[src/inc/mpc_pkg.sv]
// shared constants and types for the multiport memory port control
package mpc_pkg;
	// address lines per port
	localparam int ADDR_W = 16;
	// full data bus width, made of two lanes
	localparam int DATA_W = 18;
	// one byte lane, ninth bit included
	localparam int LANE_W = 9;
	// number of byte lanes
	localparam int LANES = 2;
	// lane index of the lower byte
	localparam int LANE_LO = 0;
	// lane index of the upper byte
	localparam int LANE_HI = 1;
	// small default storage; a full array would be 64k words
	localparam int MEM_DEPTH = 256;
	// counter value after any reset
	localparam logic [ADDR_W-1:0] CTR_RESET = 16'h0000;
	// mask after reset lets the counter span the whole range
	localparam logic [ADDR_W-1:0] MASK_RESET = 16'hffff;
	// one step of the burst counter
	localparam logic [ADDR_W-1:0] CTR_STEP = 16'h0001;
	// idle value of the address lines
	localparam logic [ADDR_W-1:0] ADDR_IDLE = 16'h0000;
	// idle value of the data lines
	localparam logic [DATA_W-1:0] DATA_IDLE = 18'h0_0000;
	// operations the master end can issue
	typedef enum logic [2:0] {
		MPC_CMD_WRITE,
		MPC_CMD_READ,
		MPC_CMD_CTR_LOAD,
		MPC_CMD_CTR_ADVANCE,
		MPC_CMD_CTR_CLEAR,
		MPC_CMD_MASK_LOAD,
		MPC_CMD_CTR_READBACK,
		MPC_CMD_MASK_READBACK
	} mpc_cmd_t;
endpackage

[src/inc/mpc_port_if.sv]
// pins of one memory port between the master and the device
`timescale 1ns/10ps
interface mpc_port_if;
	// port select pair, both must be active
	logic port_sel_active_low;
	logic port_sel_active_high;
	// high reads, low writes
	logic read_not_write;
	// byte lane selects, active low
	logic lower_byte_sel_n;
	logic upper_byte_sel_n;
	// output enable, acts without a clock
	logic out_en_n;
	// counter and mask controls, active low
	logic burst_ctr_clear_n;
	logic wrap_mask_load_n;
	logic burst_ctr_load_n;
	logic burst_ctr_advance_n;
	logic burst_ctr_readback_n;
	logic wrap_mask_readback_n;
	// one-cycle low pulse on counter wrap
	logic wrap_flag_n;
	// address lines, master and device halves
	logic [mpc_pkg::ADDR_W-1:0] m_addr;
	logic m_addr_oe;
	logic [mpc_pkg::ADDR_W-1:0] d_addr;
	logic d_addr_oe;
	// data lines, device enables per lane
	logic [mpc_pkg::DATA_W-1:0] m_data;
	logic m_data_oe;
	logic [mpc_pkg::DATA_W-1:0] d_data;
	logic [mpc_pkg::LANES-1:0] d_data_oe;
	// documented device end
	modport dev (
		input port_sel_active_low, port_sel_active_high, read_not_write,
		input lower_byte_sel_n, upper_byte_sel_n, out_en_n,
		input burst_ctr_clear_n, wrap_mask_load_n, burst_ctr_load_n,
		input burst_ctr_advance_n, burst_ctr_readback_n, wrap_mask_readback_n,
		input m_addr, m_addr_oe, m_data, m_data_oe,
		output wrap_flag_n, d_addr, d_addr_oe, d_data, d_data_oe
	);
	// external master end
	modport mst (
		output port_sel_active_low, port_sel_active_high, read_not_write,
		output lower_byte_sel_n, upper_byte_sel_n, out_en_n,
		output burst_ctr_clear_n, wrap_mask_load_n, burst_ctr_load_n,
		output burst_ctr_advance_n, burst_ctr_readback_n, wrap_mask_readback_n,
		output m_addr, m_addr_oe, m_data, m_data_oe,
		input wrap_flag_n, d_addr, d_addr_oe, d_data, d_data_oe
	);
endinterface

[src/hdl/mpc_port_master.sv]
// master end: drives one memory port from a simple command port
`timescale 1ns/10ps
module mpc_port_master #(
	parameter int ADDR_W = mpc_pkg::ADDR_W,
	parameter int DATA_W = mpc_pkg::DATA_W,
	parameter int LANES = mpc_pkg::LANES
) (
	input wire logic clk,
	input wire logic rst_b,
	mpc_port_if.mst port,
	input wire logic cmd_valid,
	output logic cmd_ready,
	input wire mpc_pkg::mpc_cmd_t cmd_op,
	input wire logic [ADDR_W-1:0] cmd_addr,
	input wire logic [DATA_W-1:0] cmd_data,
	input wire logic [LANES-1:0] cmd_lanes,
	output logic [DATA_W-1:0] rsp_data,
	output logic rsp_valid,
	output logic [ADDR_W-1:0] rb_value,
	output logic rb_valid,
	output logic wrap_seen
);
	// whole state of the master
	typedef struct packed {
		logic sel_n; // drives the active-low select
		logic sel; // drives the active-high select
		logic rnw; // read not write
		logic [LANES-1:0] lane_n; // lane selects, active low
		logic oe_n; // output enable
		logic clr_n; // counter clear
		logic mld_n; // mask load
		logic ld_n; // counter load
		logic adv_n; // counter advance
		logic crb_n; // counter readback
		logic mrb_n; // mask readback
		logic [ADDR_W-1:0] addr; // address driven out
		logic addr_oe; // address drive enable
		logic [DATA_W-1:0] data; // write data driven out
		logic data_oe; // data drive enable
		logic rd_pend; // read issued last cycle
		logic rd_cap; // read data on the pins now
		logic rb_pend; // readback issued last cycle
		logic rb_cap; // readback on the address lines now
		logic [DATA_W-1:0] rsp_data; // captured read word
		logic rsp_valid; // read word pulse
		logic [ADDR_W-1:0] rb_value; // captured readback
		logic rb_valid; // readback pulse
		logic wrap; // wrap seen pulse
	} mpc_mst_state_t;

	mpc_mst_state_t q; // registered state
	mpc_mst_state_t next_q; // next state
	mpc_mst_state_t idle_q; // all pins inactive
	logic take; // command taken this edge

	// the returning cycle owns the shared lines, so no command then
	assign cmd_ready = ~(q.rd_pend | q.rb_pend);
	assign take = cmd_valid & cmd_ready;

	// idle pin values, also the reset value
	always_comb begin
		idle_q = '0;
		idle_q.sel_n = 1'b1;
		idle_q.rnw = 1'b1;
		idle_q.lane_n = '1;
		idle_q.oe_n = 1'b1;
		idle_q.clr_n = 1'b1;
		idle_q.mld_n = 1'b1;
		idle_q.ld_n = 1'b1;
		idle_q.adv_n = 1'b1;
		idle_q.crb_n = 1'b1;
		idle_q.mrb_n = 1'b1;
		idle_q.addr = mpc_pkg::ADDR_IDLE;
		idle_q.data = mpc_pkg::DATA_IDLE;
	end

	// one command per cycle becomes one cycle of pins
	always_comb begin
		next_q = idle_q;
		next_q.rsp_data = q.rsp_data;
		next_q.rb_value = q.rb_value;
		next_q.rd_cap = q.rd_pend;
		next_q.rb_cap = q.rb_pend;
		// enable low reading
		next_q.oe_n = ~q.rd_pend;
		next_q.rsp_valid = q.rd_cap;
		next_q.rb_valid = q.rb_cap;
		next_q.wrap = ~port.wrap_flag_n;
		if (q.rd_cap) begin
			next_q.rsp_data = port.d_data;
		end
		if (q.rb_cap) begin
			next_q.rb_value = port.d_addr;
		end
		if (take) begin
			case (cmd_op)
				mpc_pkg::MPC_CMD_WRITE, mpc_pkg::MPC_CMD_READ: begin
					// drive both selects
					next_q.sel_n = 1'b0;
					next_q.sel = 1'b1;
					next_q.lane_n = ~cmd_lanes;
					next_q.addr = cmd_addr;
					next_q.addr_oe = 1'b1;
					// write low
					// read high
					next_q.rnw = (cmd_op == mpc_pkg::MPC_CMD_READ);
					next_q.data = cmd_data;
					next_q.data_oe = (cmd_op == mpc_pkg::MPC_CMD_WRITE);
					next_q.rd_pend = (cmd_op == mpc_pkg::MPC_CMD_READ);
				end
				mpc_pkg::MPC_CMD_CTR_LOAD: begin
					next_q.ld_n = 1'b0;
					next_q.addr = cmd_addr;
					next_q.addr_oe = 1'b1;
				end
				mpc_pkg::MPC_CMD_MASK_LOAD: begin
					next_q.mld_n = 1'b0;
					next_q.addr = cmd_addr;
					next_q.addr_oe = 1'b1;
				end
				mpc_pkg::MPC_CMD_CTR_ADVANCE: begin
					next_q.adv_n = 1'b0;
				end
				mpc_pkg::MPC_CMD_CTR_CLEAR: begin
					next_q.clr_n = 1'b0;
				end
				mpc_pkg::MPC_CMD_CTR_READBACK: begin
					next_q.crb_n = 1'b0;
					next_q.rb_pend = 1'b1;
				end
				mpc_pkg::MPC_CMD_MASK_READBACK: begin
					next_q.mrb_n = 1'b0;
					next_q.rb_pend = 1'b1;
				end
				default: begin
					next_q.rd_pend = 1'b0;
				end
			endcase
		end
	end

	// driven on clock
	always_ff @(posedge clk or negedge rst_b) begin
		if (!rst_b) begin
			q <= '{sel_n: 1'b1, rnw: 1'b1, lane_n: '1, oe_n: 1'b1, clr_n: 1'b1,
				mld_n: 1'b1, ld_n: 1'b1, adv_n: 1'b1, crb_n: 1'b1, mrb_n: 1'b1,
				default: '0};
		end else begin
			q <= next_q;
		end
	end

	// pins straight from the registers
	assign port.port_sel_active_low = q.sel_n;
	assign port.port_sel_active_high = q.sel;
	assign port.read_not_write = q.rnw;
	assign port.lower_byte_sel_n = q.lane_n[mpc_pkg::LANE_LO];
	assign port.upper_byte_sel_n = q.lane_n[mpc_pkg::LANE_HI];
	assign port.out_en_n = q.oe_n;
	assign port.burst_ctr_clear_n = q.clr_n;
	assign port.wrap_mask_load_n = q.mld_n;
	assign port.burst_ctr_load_n = q.ld_n;
	assign port.burst_ctr_advance_n = q.adv_n;
	assign port.burst_ctr_readback_n = q.crb_n;
	assign port.wrap_mask_readback_n = q.mrb_n;
	assign port.m_addr = q.addr;
	assign port.m_addr_oe = q.addr_oe;
	assign port.m_data = q.data;
	assign port.m_data_oe = q.data_oe;
	assign rsp_data = q.rsp_data;
	assign rsp_valid = q.rsp_valid;
	assign rb_value = q.rb_value;
	assign rb_valid = q.rb_valid;
	assign wrap_seen = q.wrap;
endmodule

[src/flat_wrapper.sv]
// flat-port wrapper written by rule: the top's interface ports become plain ports
module mpc_port_master_flat 
#(
	parameter int ADDR_W = mpc_pkg::ADDR_W,
	parameter int DATA_W = mpc_pkg::DATA_W,
	parameter int LANES = mpc_pkg::LANES
)
  (clk, rst_b, cmd_valid, cmd_ready, cmd_op, cmd_addr, cmd_data, cmd_lanes, rsp_data, rsp_valid, rb_value, rb_valid, wrap_seen, port_port_sel_active_low, port_port_sel_active_high, port_read_not_write, port_lower_byte_sel_n, port_upper_byte_sel_n, port_out_en_n, port_burst_ctr_clear_n, port_wrap_mask_load_n, port_burst_ctr_load_n, port_burst_ctr_advance_n, port_burst_ctr_readback_n, port_wrap_mask_readback_n, port_m_addr, port_m_addr_oe, port_m_data, port_m_data_oe, port_wrap_flag_n, port_d_addr, port_d_addr_oe, port_d_data, port_d_data_oe);
  mpc_port_if port_i ();
  input wire logic clk;
  input wire logic rst_b;
  input wire logic cmd_valid;
  output logic cmd_ready;
  input wire mpc_pkg::mpc_cmd_t cmd_op;
  input wire logic [ADDR_W-1:0] cmd_addr;
  input wire logic [DATA_W-1:0] cmd_data;
  input wire logic [LANES-1:0] cmd_lanes;
  output logic [DATA_W-1:0] rsp_data;
  output logic rsp_valid;
  output logic [ADDR_W-1:0] rb_value;
  output logic rb_valid;
  output logic wrap_seen;
  output wire logic [$bits(port_i.port_sel_active_low)-1:0] port_port_sel_active_low;
  output wire logic [$bits(port_i.port_sel_active_high)-1:0] port_port_sel_active_high;
  output wire logic [$bits(port_i.read_not_write)-1:0] port_read_not_write;
  output wire logic [$bits(port_i.lower_byte_sel_n)-1:0] port_lower_byte_sel_n;
  output wire logic [$bits(port_i.upper_byte_sel_n)-1:0] port_upper_byte_sel_n;
  output wire logic [$bits(port_i.out_en_n)-1:0] port_out_en_n;
  output wire logic [$bits(port_i.burst_ctr_clear_n)-1:0] port_burst_ctr_clear_n;
  output wire logic [$bits(port_i.wrap_mask_load_n)-1:0] port_wrap_mask_load_n;
  output wire logic [$bits(port_i.burst_ctr_load_n)-1:0] port_burst_ctr_load_n;
  output wire logic [$bits(port_i.burst_ctr_advance_n)-1:0] port_burst_ctr_advance_n;
  output wire logic [$bits(port_i.burst_ctr_readback_n)-1:0] port_burst_ctr_readback_n;
  output wire logic [$bits(port_i.wrap_mask_readback_n)-1:0] port_wrap_mask_readback_n;
  output wire logic [$bits(port_i.m_addr)-1:0] port_m_addr;
  output wire logic [$bits(port_i.m_addr_oe)-1:0] port_m_addr_oe;
  output wire logic [$bits(port_i.m_data)-1:0] port_m_data;
  output wire logic [$bits(port_i.m_data_oe)-1:0] port_m_data_oe;
  input wire logic [$bits(port_i.wrap_flag_n)-1:0] port_wrap_flag_n;
  input wire logic [$bits(port_i.d_addr)-1:0] port_d_addr;
  input wire logic [$bits(port_i.d_addr_oe)-1:0] port_d_addr_oe;
  input wire logic [$bits(port_i.d_data)-1:0] port_d_data;
  input wire logic [$bits(port_i.d_data_oe)-1:0] port_d_data_oe;
  assign port_port_sel_active_low = port_i.port_sel_active_low;
  assign port_port_sel_active_high = port_i.port_sel_active_high;
  assign port_read_not_write = port_i.read_not_write;
  assign port_lower_byte_sel_n = port_i.lower_byte_sel_n;
  assign port_upper_byte_sel_n = port_i.upper_byte_sel_n;
  assign port_out_en_n = port_i.out_en_n;
  assign port_burst_ctr_clear_n = port_i.burst_ctr_clear_n;
  assign port_wrap_mask_load_n = port_i.wrap_mask_load_n;
  assign port_burst_ctr_load_n = port_i.burst_ctr_load_n;
  assign port_burst_ctr_advance_n = port_i.burst_ctr_advance_n;
  assign port_burst_ctr_readback_n = port_i.burst_ctr_readback_n;
  assign port_wrap_mask_readback_n = port_i.wrap_mask_readback_n;
  assign port_m_addr = port_i.m_addr;
  assign port_m_addr_oe = port_i.m_addr_oe;
  assign port_m_data = port_i.m_data;
  assign port_m_data_oe = port_i.m_data_oe;
  assign port_i.wrap_flag_n = port_wrap_flag_n;
  assign port_i.d_addr = port_d_addr;
  assign port_i.d_addr_oe = port_d_addr_oe;
  assign port_i.d_data = port_d_data;
  assign port_i.d_data_oe = port_d_data_oe;
  mpc_port_master #(.ADDR_W(ADDR_W), .DATA_W(DATA_W), .LANES(LANES)) u_core (.clk(clk), .rst_b(rst_b), .port(port_i), .cmd_valid(cmd_valid), .cmd_ready(cmd_ready), .cmd_op(cmd_op), .cmd_addr(cmd_addr), .cmd_data(cmd_data), .cmd_lanes(cmd_lanes), .rsp_data(rsp_data), .rsp_valid(rsp_valid), .rb_value(rb_value), .rb_valid(rb_valid), .wrap_seen(wrap_seen));
endmodule
[config.mk]
export PLATFORM = sky130hd
export DESIGN_NAME = mpc_port_master_flat
export DESIGN_NICKNAME = d
export VERILOG_FILES = /design/src/inc/mpc_pkg.sv /design/src/inc/mpc_port_if.sv /design/src/hdl/mpc_port_master.sv /design/src/flat_wrapper.sv
export SDC_FILE = /design/constraint.sdc
export NUM_CORES = 1
export LEC_CHECK = 0
export BUFFER_PORTS_ARGS = -buffer_cell sky130_fd_sc_hd__buf_2
export CORE_MARGIN = 2
export CORE_UTILIZATION = 45
export DETAILED_ROUTE_END_ITERATION = 10
export PLACE_DENSITY = 0.86
export SYNTH_ARGS = -nofsm -noshare
export SYNTH_HDL_FRONTEND = slang
export SYNTH_SLANG_ARGS = --single-unit
[constraint.sdc]
create_clock -name clk -period 2 [get_ports clk]
set_clock_uncertainty 0.05 [all_clocks]
set_input_delay 0.3 -clock clk [delete_from_list [all_inputs] [get_ports clk]]
set_output_delay 0.3 -clock clk [all_outputs]
set_load 0.02 [all_outputs]
Word level (Yosys, flattened, before mapping). Index checks and enable logic that the tools add are counted.

Output and inout bits: 86. Logic and storage cells: 54. Bits of input ports: 80. Flip-flop bits (word level): 89.

Reductions and logical operators: 4. Bitwise operators: 6. Equality and inequality tests: 7. Muxes and demuxes: 13.

Operators by type and width (number): 43-bit two-way mux (1); 20-bit two-way mux (1); 17-bit two-way mux (1); 3-bit equality test (second input constant) (4); 5-bit two-way mux (2); 1-bit two-way mux (8); 3-bit by 2-bit equality test with 1-bit output (second input constant) (2); 2-bit OR reduction (2); 4-bit OR reduction (1); 3-bit by 1-bit equality test with 1-bit output (second input constant) (1); 3-bit logical NOT (1); 1-bit inverter (3); 2-bit inverter (1); 1-bit bitwise AND (1); 1-bit OR (1).

Longest topological paths before layout.
Depth after elaboration: 4. Gate-level depth with buffers: 4. Gate-level depth less buffers: 2.

Least setup slack after synthesis. Ideal clock, no wire load.

Path kind: register -> output. Start point: register u_core.q, in the netlist u_core.next_q[39]. End point: output port cmd_ready. Setup slack: 0.533 ns. Cell stages (with the launch flop): 4. Path buffers: 2. Data required time: 1.650 ns. Arrival: 1.117 ns. Path through: dfrtp_1 -> clkbuf_1 -> clkbuf_1 -> nor2_1.

Cells in the longest elaborated chain, start to end: 2.

RTL lines: from (decl) (RTL line mpc_port_master.sv:51) `mpc_mst_state_t q;`; from (signal assigned) (RTL line mpc_port_master.sv:145) `q <= '{sel_n: 1'b1, rnw: 1'b1, lane_n: '1, oe_n: 1'b1, clr_n: 1'b1,`; from (signal assigned) (RTL line mpc_port_master.sv:149) `q <= next_q;`; 1-bit OR (RTL line mpc_port_master.sv:57) `assign cmd_ready = ~(q.rd_pend | q.rb_pend);`; 1-bit inverter (RTL line mpc_port_master.sv:57); to (decl) (RTL line flat_wrapper.sv:13) `output logic cmd_ready;`.

No other way between the ends.

Worst setup path in the final report.
Start point: register u_core.q, in the netlist u_core.next_q[37]. End point: output port cmd_ready.

Same word-level chain as after synthesis.

==> impl_metrics.yaml <==
run_status:
  status: "finished, final reports clean"
global_routing:
  grt_pass1_vias: 2180
  grt_remaining_overflow: 0
  grt_max_degree: 35
  grt_pass1_wl_um: 9930
  antenna_found_initial: 0
  grt_usage_pct: 16.5
die:
  core_um2: 7140
  std_cell_rows: 31
  fp.dieH_um: 89.1
  die_area_um2: 7940
  ioPinCount: 166
  die_w_um: 89.1
  initial_core_util_pct: 45.7
sta:
  fin_ws_ps: 443
  fin_setup_tns_ps: 0
  grt_setup_unrepaired: "false"
  setup_viol: 0
  fmax_ghz: 0.642
  hold_viol_final: 0
  tightest_slew_ps: 723
  min_period_over_period_pct: 77.8
  hold_ws_ps: 58.6
  finalCriticalPeriod_ps: 1560
  slew_violations: 0
  maxSlewHeadroom_pct: 51.8
synthesis:
  syn_area_um2: 3260
  async_flop_share_pct: 100
  synthFlopType: "dfrtp_1"
  synthTopCellsByArea: "dfrtp_1 (60%), mux2_2 (12%), dfstp_2 (8.9%)"
  synth_commonest_cells: "dfrtp_1 (78), mux2_2 (34), nand2_1 (20)"
  ys.warnings.count: 0
  post-synth-top-count-cell: "dfrtp_1"
  ys_seq_area_share_pct: 68.8
  synth.avg_cell_area_um2: 15.2
  synth_top_area_share_pct: 59.9
  synthCells: 214
  yosysUniqueCellTypes: 24
  synth_edf_count: 0
  yosys.area.top_type: "dfrtp_1"
  ys_seq_elements: 89
  synth.net_count: 294
power:
  p_total_mw: 4.06
  power_density_nw_per_um2: 931
  peakVddDrop_v: 0.000476
  power.leakage_nw: 2.21
drt:
  wl_per_cell_um: 13.8
  wl_um: 6660
  drt_first_pass_iters: 4
  antenna_left: 0
  num_vias: 2281
  drcViolationCount: 0
  drt_iter0_markers: 66
  vias_per_cell: 4.73
critical_path:
  critPathArrivalTime_ps: 1210
  critical_path.startpoint_type: "register"
  crit_path_end_kind: "primary output"
  required_ps: 1650
  worstPathMaxFanout: 21
  path_class: "register to primary output"
  rrSetupSlack_ps: 510
clocking:
  clk_pin_slew_ps: 90
  numCtsBuffers: 9
  cts_tree: "yes"
  cts.repair.resized: 0
  cts_max_level: 3
  cts.sinks: 89
  clock-root-buffer: "clkbuf_8"
  clock_latency_ps: 330
  cts_buffer_depth: 2
layout:
  final_util_pct: 61.2
  instances_no_fill: 482
  nNetsFinal: 458
  drive_above_1_share_pct: 65.0
  area_delta_synth_final_pct: 34.0
  post-route-cell-area_um2: 4370
  num_antenna_cells: 0
placed_design:
  post_dp_cell_area_um2: 4170
  routabilityCongestion: 0.695
  place_ws_ps: 497
  dpl.cell_count: 465
  hpwlAfterDp_um: 5040
  io_buffers: 162
worst_hold_path:
  hold_class: "input port to register"
run:
  drv_cap: 0
[worst max-delay path: stages, from the launching register on]
cell	delay (ps)
dfrtp_1	380
buf_4	210
nor2_1	120
buf_2	170
[worst paths after layout]
path	endpoint	cells after the start	from
max	cmd_ready	3	u_core.next_q[37]
min reg2reg	u_core.rsp_data[1]	1	u_core.rsp_data[1]
max reg2reg	u_core.port.m_data[0]	2	u_core.next_q[37]
min	u_core.wrap_seen	2	port_wrap_flag_n
max in group asynchronous	u_core.port.burst_ctr_readback_n	3	rst_b
min in group asynchronous	u_core.port.m_data[0]	2	rst_b
[area by class of cell]
cell class | instances | area (um2)
Clock buffer | 12 | 135
Clock inverter | 4 | 47.5
Fill cell | 602 | 2770
Inverter | 2 | 7.51
Multi-Input combinational cell | 106 | 923
Sequential cell | 89 | 2240
Tap cell | 99 | 124
Timing Repair Buffer | 170 | 888
[registers in the layout, summed over array words and instances, names as in the netlist, 4 cells and up]
name                flops
u_core.next_q           4
u_core.port.m_addr     16
u_core.port.m_data     18
u_core.rb_value        16
u_core.rsp_data        18
[cell families (layout without fill, tap and decap cells)]
logic type	Yosys count	count (layout)	synth area share [%]
buf+inv	19	188	2.88
flops	89	89	68.8
mux	35	35	12.2
simple gates	71	71	16.1
[repair_timing]
action / in CTS / in global routing
hold buffers: 1 / 0
endpoints found under the hold margin: 19 / 0
setup buffers: 0 / 0
[layer usage]
metal / wire length (um) / GRT usage (%)
met1: 2530 / 19.1
met2: 3570 / 29.3
met3: 456 / 4.06
met4: 98 / 6.51
met5: 0 / 0
[power breakdown]
group / internal [mW] / switching (mW)
registers: 2.00 / 0.0886
clock network: 0.576 / 0.568
logic: 0.350 / 0.482
total: 2.92 / 1.14
[cell usage in the layout, fill, tap and decap left out, drive strengths merged]
master,netlist,layout
buf,10,169
nor2,3,3
nor3b,19,19
nor3,1,1
and2,1,1
dlygate4sd3,0,1
nor4,16,16
dfrtp,78,78
nor2b,1,1
nor4b,2,2
nand3b,3,3
mux2,35,35
bufinv,0,1
nand2b,1,1
dfstp,11,11
inv,2,2
clkinv,0,2
clkbuf,7,12
or4b,1,1
nand2,20,20
and4bb,1,1
clkinvlp,0,1
nand3,2,2
(Power assumes the default switching activity.)
